$ cat src/counter_consts.svh
// constants for the presettable 4-bit counter
`ifndef COUNTER_CONSTS_SVH
`define COUNTER_CONSTS_SVH
`define CNT_WIDTH      4
`define CNT_ZERO       4'h0
`define CNT_STEP       4'h1
`define CNT_TERMINAL   4'hf
`endif

$ cat src/counter_pkg.sv
// types for the presettable 4-bit counter
`include "counter_consts.svh"
package counter_pkg;
    typedef logic [`CNT_WIDTH-1:0] count_t;
    typedef enum logic [3:0] {
        MODE_CLEAR   = 4'h1,
        MODE_LOAD    = 4'h2,
        MODE_COUNT   = 4'h4,
        MODE_INHIBIT = 4'h8
    } mode_e;
endpackage

$ cat src/counter_ctl_if.sv
// control bundle between mode decoder and counter core
`timescale 1ns/1ns
interface counter_ctl_if;
    counter_pkg::mode_e mode;
    modport decoder (output mode);
    modport core    (input  mode);
endinterface

$ cat src/counter_mode_decode.sv
// decodes clear, load and enables into one mode
`timescale 1ns/1ns
module counter_mode_decode (
    input  wire logic   sync_zero_n,
    input  wire logic   load_n,
    input  wire logic   parallel_count_enable,
    input  wire logic   trickle_count_enable,
    counter_ctl_if.decoder ctl
);
    // clear beats load beats count
    always_comb begin
        if (!sync_zero_n) begin
            ctl.mode = counter_pkg::MODE_CLEAR;
        end else if (!load_n) begin
            ctl.mode = counter_pkg::MODE_LOAD;
        end else if (parallel_count_enable && trickle_count_enable) begin
            ctl.mode = counter_pkg::MODE_COUNT;
        end else begin
            ctl.mode = counter_pkg::MODE_INHIBIT;
        end
    end
endmodule // counter_mode_decode

$ cat src/sync_presettable_4bit_counter.sv
// 4-bit synchronous presettable binary up-counter
`timescale 1ns/1ns
`include "counter_consts.svh"
module sync_presettable_4bit_counter (
    input  wire logic                   clk,
    input  wire logic                   srst,
    input  wire logic                   sync_zero_n,
    input  wire logic                   load_n,
    input  wire logic                   parallel_count_enable,
    input  wire logic                   trickle_count_enable,
    input  wire counter_pkg::count_t    preset,
    output counter_pkg::count_t         count,
    output logic                        carry_out
);
    counter_pkg::count_t count_q;
    counter_pkg::count_t count_d;
    counter_pkg::count_t shadow_q;
    counter_pkg::count_t run_base_q;
    counter_pkg::count_t run_len_q;
    wire [`CNT_WIDTH:0]  look_ahead;
    counter_ctl_if       ctl ();

    counter_mode_decode u_decode (
        .sync_zero_n           (sync_zero_n),
        .load_n                (load_n),
        .parallel_count_enable (parallel_count_enable),
        .trickle_count_enable  (trickle_count_enable),
        .ctl                   (ctl.decoder)
    );

    // per-bit look-ahead: a bit toggles when every lower bit is one
    assign look_ahead[0] = 1'h1;
    for (genvar i = 0; i < `CNT_WIDTH; i++) begin : g_look_ahead
        assign look_ahead[i + 1] = look_ahead[i] & count_q[i];
    end

    // next count from decoded mode
    always_comb begin
        unique case (ctl.mode)
            counter_pkg::MODE_CLEAR:   count_d = `CNT_ZERO;
            counter_pkg::MODE_LOAD:    count_d = preset;
            counter_pkg::MODE_COUNT:   count_d = count_q ^ look_ahead[`CNT_WIDTH-1:0];
            counter_pkg::MODE_INHIBIT: count_d = count_q;
            default:                   count_d = count_q;
        endcase
    end

    // all bits update together on the rising edge only
    always_ff @(posedge clk) begin
        if (srst) begin
            count_q <= `CNT_ZERO;
        end else begin
            count_q <= count_d;
        end
    end

    // count output straight from the state flip-flops
    assign count = count_q;

    // carry is the top look-ahead gated by trickle enable; parallel enable plays no part
    assign carry_out = trickle_count_enable && look_ahead[`CNT_WIDTH];

    // shadow count from the raw pins, apart from decoder and look-ahead
    always_ff @(posedge clk) begin
        if (srst) begin
            shadow_q <= `CNT_ZERO;
        end else if (!sync_zero_n) begin
            shadow_q <= `CNT_ZERO;
        end else if (!load_n) begin
            shadow_q <= preset;
        end else if (parallel_count_enable && trickle_count_enable) begin
            shadow_q <= shadow_q + `CNT_STEP;
        end
    end

    // length of the current run of counting edges, wraps with the count
    always_ff @(posedge clk) begin
        if (srst) begin
            run_len_q <= `CNT_ZERO;
        end else if (sync_zero_n && load_n && parallel_count_enable && trickle_count_enable) begin
            run_len_q <= run_len_q + `CNT_STEP;
        end else begin
            run_len_q <= `CNT_ZERO;
        end
    end

    // count value at the first counting edge of a run
    always_ff @(posedge clk) begin
        if (srst) begin
            run_base_q <= `CNT_ZERO;
        end else if (run_len_q == `CNT_ZERO) begin
            run_base_q <= count_q;
        end
    end
endmodule // sync_presettable_4bit_counter

$ cat config.mk
export PLATFORM = sky130hd
export DESIGN_NAME = sync_presettable_4bit_counter
export DESIGN_NICKNAME = d
export VERILOG_FILES = /design/src/counter_pkg.sv /design/src/counter_ctl_if.sv /design/src/counter_mode_decode.sv /design/src/sync_presettable_4bit_counter.sv
export VERILOG_INCLUDE_DIRS = /design/src
export SDC_FILE = /design/constraint.sdc
export NUM_CORES = 1
export LEC_CHECK = 0
export ABC_CLOCK_PERIOD_IN_PS = 1700
export BUFFER_PORTS_ARGS = -buffer_cell sky130_fd_sc_hd__buf_2
export CAP_MARGIN = 20
export CORE_AREA = 10 10 47 49
export CTS_CLUSTER_SIZE = 10
export DETAILED_ROUTE_END_ITERATION = 10
export DIE_AREA = 0 0 57 59
export PLACE_DENSITY = 0.4
export SLEW_MARGIN = 20
export SYNTH_ARGS = -nofsm -noshare
export SYNTH_HDL_FRONTEND = slang
export SYNTH_SLANG_ARGS = --single-unit
$ cat constraint.sdc
create_clock -name clk -period 1.7 [get_ports clk]
set_input_delay 0.17 -clock clk [delete_from_list [all_inputs] [get_ports clk]]
set_output_delay 0.17 -clock clk [all_outputs]
set_load 0.005 [all_outputs]
---- Word-level counts from Yosys, hierarchy flattened ----
Cells that the tools add are included.
word-level totals
  input bits .............................. 10
  register bits after elaboration ......... 4
  output and inout bits ................... 5
  logic and storage cells ................. 15
cells by class
  muxes and demuxes ....................... 4
  bitwise logic cells ..................... 4
  equality and inequality tests ........... 3
  reduce and logical (&&, ||, !) cells .... 3
operators with widths
  cell                                                             number
  4-bit 2-to-1 mux                                                 3
  4-bit one-hot mux with 3 select lines                            1
  4-bit by 1-bit == test with 1-bit output, second input constant  1
  4-bit by 2-bit == test with 1-bit output, second input constant  1
  4-bit by 3-bit == test with 1-bit output, second input constant  1
  4-bit bitwise XOR                                                1
  1-bit bitwise AND                                                3
  3-bit nonzero test                                               1
  1-bit logical AND                                                2

---- Logic depth before layout (Yosys ltp) ----
  depth in word-level cells ............... 6
  gate-level depth with buffers ........... 6
  depth with buffers taken out ............ 6

---- Hierarchy ----
Synthesis repeated with hierarchy kept, for this count alone.
unflattened totals
  cells, all modules ...................... 42
  area total of the unflattened synthesis .. 342.8 µm²
modules (own cells, without submodules)
  module                         instances  area an instance (µm²)  cells an instance  seq. area each (µm²)
  sync_presettable_4bit_counter  1          315.3                   36                 80.1
  counter_mode_decode            1          27.5                    6                  0.0

---- Worst setup path before layout ----
Ideal clock, no wire load.
  path kind ............................... reg-to-reg
  start point ............................. register count_q[0] (netlist: count[0])
  end point ............................... register count_q[3] (netlist: count[3])
  stages on the path, launching flop included .. 7
  data required time ...................... 1.634 ns
  setup slack ............................. 0.248 ns
  path buffers ............................ 0
  clock period less this slack ............ 1.452 ns
  library setup time ...................... 0.066 ns
  arrival time ............................ 1.386 ns
  path through ............................ dfxtp_1 > ha_1 > ha_1 > ha_1 > mux2i_1 > a211o_1 > a21oi_2
on the way
  word-level cells in the longest chain between the ends .. 4
RTL lines
  item                                   RTL line                             text
  from (decl)                            sync_presettable_4bit_counter.sv:15  counter_pkg::count_t count_q;
  from (signal assigned)                 sync_presettable_4bit_counter.sv:51  count_q <= `CNT_ZERO;
  from (signal assigned)                 sync_presettable_4bit_counter.sv:53  count_q <= count_d;
  1-bit bitwise AND (2 in series)        sync_presettable_4bit_counter.sv:34  assign look_ahead[i + 1] = look_ahead[i] & count_q[i];
  4-bit bitwise XOR                      sync_presettable_4bit_counter.sv:42  counter_pkg::MODE_COUNT: count_d = count_q ^ look_ahead[`CNT_WIDTH-1:0];
  4-bit one-hot mux with 3 select lines  sync_presettable_4bit_counter.sv:39  unique case (ctl.mode)
No other way between the ends.
A chain may end at the register's enable or synchronous reset.

---- Final worst setup path ----
  start point ............................. register count_q[0] (netlist: count[0])
  end point ............................... output carry_out
on the way
  word-level cells in the longest chain between the ends .. 4
RTL lines
  item                             RTL line                             text
  1-bit bitwise AND (3 in series)  sync_presettable_4bit_counter.sv:34
  1-bit logical AND                sync_presettable_4bit_counter.sv:61  assign carry_out = trickle_count_enable && look_ahead[`CNT_WIDTH];
  to (decl)                        sync_presettable_4bit_counter.sv:13  output logic carry_out
No other way between the ends.

==> flow_metrics.env <==
export IMPL_synthTopCellsByArea="dfxtp_1 30%, ha_1 14%, mux2i_1 7.6%"
export IMPL_synth_ff_type="dfxtp_1"
export IMPL_grtUsageMet1_pct=4.97
export IMPL_synth_area_um2=264
export IMPL_total_leakage_power_nw=0.190
export IMPL_synth_nets=40
export IMPL_fin_crit_sh_pct=89.7
export IMPL_die_h_um=59
export IMPL_crit_top_cell="ha_1"
export IMPL_synth_seq_area_share_pct=30.3
export IMPL_routed_wl_um=748
export IMPL_post_dp_cell_area_um2=343
export IMPL_viasPerCell=4.27
export IMPL_grt_busiest_layer="met2"
export IMPL_crit_type="reg2out"
export IMPL_use_met2_pct=7.60
export IMPL_ir_drop_mv=0.214
export IMPL_p_per_area_mw_per_mm2=702
export IMPL_clock_sinks=4
export IMPL_fin_worst_hold_slack_ps=137
export IMPL_cts_path_max_buffers=2
export IMPL_skew_ps=2.07
export IMPL_clk_insertion_delay_late_ps=230
export IMPL_required_ps=1530
export IMPL_ff_latch_area_um2=80.1
export IMPL_endpoint_kind="primary output"
export IMPL_htreeDepth=1
export IMPL_synth_top_area_cell="dfxtp_1"
export IMPL_drtIter0Drc=2
export IMPL_layout_nets=58
export IMPL_final_util_pct=26.1
export IMPL_area_growth_pct=38.4
export IMPL_setup_tns_ps=0
export IMPL_dp_cells=56
export IMPL_grt_pass1_vias=287
export IMPL_hold_path_class="in2reg"
export IMPL_ys_ff_latch=4
export IMPL_vias=252
export IMPL_finalWorstSetupSlack_ps=175
export IMPL_dp_slack_ps=174
export IMPL_critPathSlowestCell="dfxtp_1"
export IMPL_gp_congestion=0.654
export IMPL_drive_gt1_share_pct=44.2
export IMPL_synth_edff_count=0
export IMPL_fp_coreArea_mm2=0.00140
export IMPL_synthArstFlopShare_pct=0
export IMPL_die_width_um=57
export IMPL_final_cells=59
export IMPL_worstMarginPinSlew_ps=263
export IMPL_slowest_delay_ps=320
export IMPL_detail_route_antenna_nets=0
export IMPL_startpoint_type="register"
export IMPL_setup_violations=0
export IMPL_drv_slew=0
export IMPL_rr_endpoint="count[3]"
export IMPL_cts_clk_slew_worst_paths_ps=40
export IMPL_ioPinCount=15
export IMPL_synth_most_common_cell="dfxtp_1"
export IMPL_r2r_setup_slack_ps=190
export IMPL_cts_resized=0
export IMPL_nFillCells=168
export IMPL_hold_violations=0
export IMPL_largest_register_ffs=4
export IMPL_synthDistinctLibCells=20
export IMPL_outcome="completed"
export IMPL_cp_max_fo=3
export IMPL_slew_headroom_pct=82.4
export IMPL_antenna_cells=0
export IMPL_cts_root_buf="clkbuf_4"
export IMPL_p_total_uw=257
export IMPL_postCtsHoldBufs=0
export IMPL_postSynthAreaPerCell_um2=9.78
export IMPL_endpoint="carry_out"
export IMPL_start_util_pct=18.8
export IMPL_overflow=0
export IMPL_row_count=14
export IMPL_wl_per_cell_um=12.7
export IMPL_post_cts_setup_buffer_count=0
export IMPL_cp_cell_sequence="ha_1 > ha_1 > ha_1 > and2_1 > buf_2"
export IMPL_rr_worst_depth=6
export IMPL_cp_startpoint="count[0]"
export IMPL_r2r_start="count[0]"
export IMPL_rsz0062_at_grt="false"
export IMPL_multi_input_area_um2=169
export IMPL_grt_max_degree=12
export IMPL_hpwl_um=626
export IMPL_numCtsBuffers=3
export IMPL_drt_pass1_iterations=2
export IMPL_drv_cap=0
export IMPL_final_min_clock_period_ps=1530
export IMPL_yosys_warnings=0
export IMPL_synthTopCellsByCount="4 x dfxtp_1, 3 x ha_1, 2 x mux2i_1, 2 x nand4_1"
export IMPL_met3_usage_pct=1.93
export IMPL_dieArea_mm2=0.00336
export IMPL_grt_pass1_wl_um=1320
export IMPL_cts_tree="done"
export IMPL_max_freq_mhz=656
export IMPL_final_area_um2=365
export IMPL_post_synth_top_area_fraction_pct=30.3
export IMPL_post_route_drc_count=0
export IMPL_synth_cells=27
export IMPL_grt_usage_pct=4.96
export IMPL_io_buffers=14
export IMPL_worstPathArrival_ps=1360
export IMPL_antenna_found_initial=0
==> how the worst min path moves through the flow <==
stage	start	to	slack (ps)	depth (start not counted)
floorplan	srst	count[3]	230	1
global placement	srst	count[3]	370	2
detailed placement	srst	count[3]	370	2
CTS	srst	count[3]	130	2
global route	srst	count[3]	130	2
finish	srst	count[3]	140	2
==> cell type report <==
cell class                 instances  area share [%]
clock buffer                       3            6.16
inverter                           1            1.03
multi-input combinational         21            46.2
sequential                         4            21.9
tap                               16            5.48
timing repair buffer              14            19.2
==> power by group <==
part	switching, mW	total, mW	internal, mW
Combinational	0.0211	0.0425	0.0214
Clock	0.0339	0.113	0.0786
Sequential	0.00314	0.102	0.0985
==> per-layer routing <==
metal	share of wire, %	up-vias
li1	-	134
met1	43	109
met2	49	7
met3	7.4	2
met4	0.53	0
met5	0	-
==> cell usage in the layout, fill, tap and decap left out, drive strengths merged <==
cell type and count:
buf 14, dfxtp 4, ha 3, clkbuf 3, nand4 2, mux2i 2
a211o 2, a21oi 2, and2 1, nand2b 1, nand2 1, or2b 1
o22ai 1, nand4b 1, nor3b 1, xor2 1, nor2 1, a211oi 1
inv 1
==> worst max-delay path: cells and delay by family (launching register included) <==
family	cells	cell delay (ps)
simple gates	1	140
fa+ha+maj	3	550
buf+inv	1	120
flops	1	320
==> kinds of logic (layout without fill, tap and decap cells) <==
kind of cell               after synthesis  count (layout)  synth area share [%]
buffers and inverters                    2              18                  5.69
xor gates and xnor gates                 1               1                  3.32
DFF                                      4               4                  30.3
and+or+nand+nor                          9               9                  21.3
muxes                                    2               2                  7.58
AOI/OAI and AO/OA                        6               6                  17.5
adders and majority gates                3               3                  14.2
(Power assumes the default switching activity.)
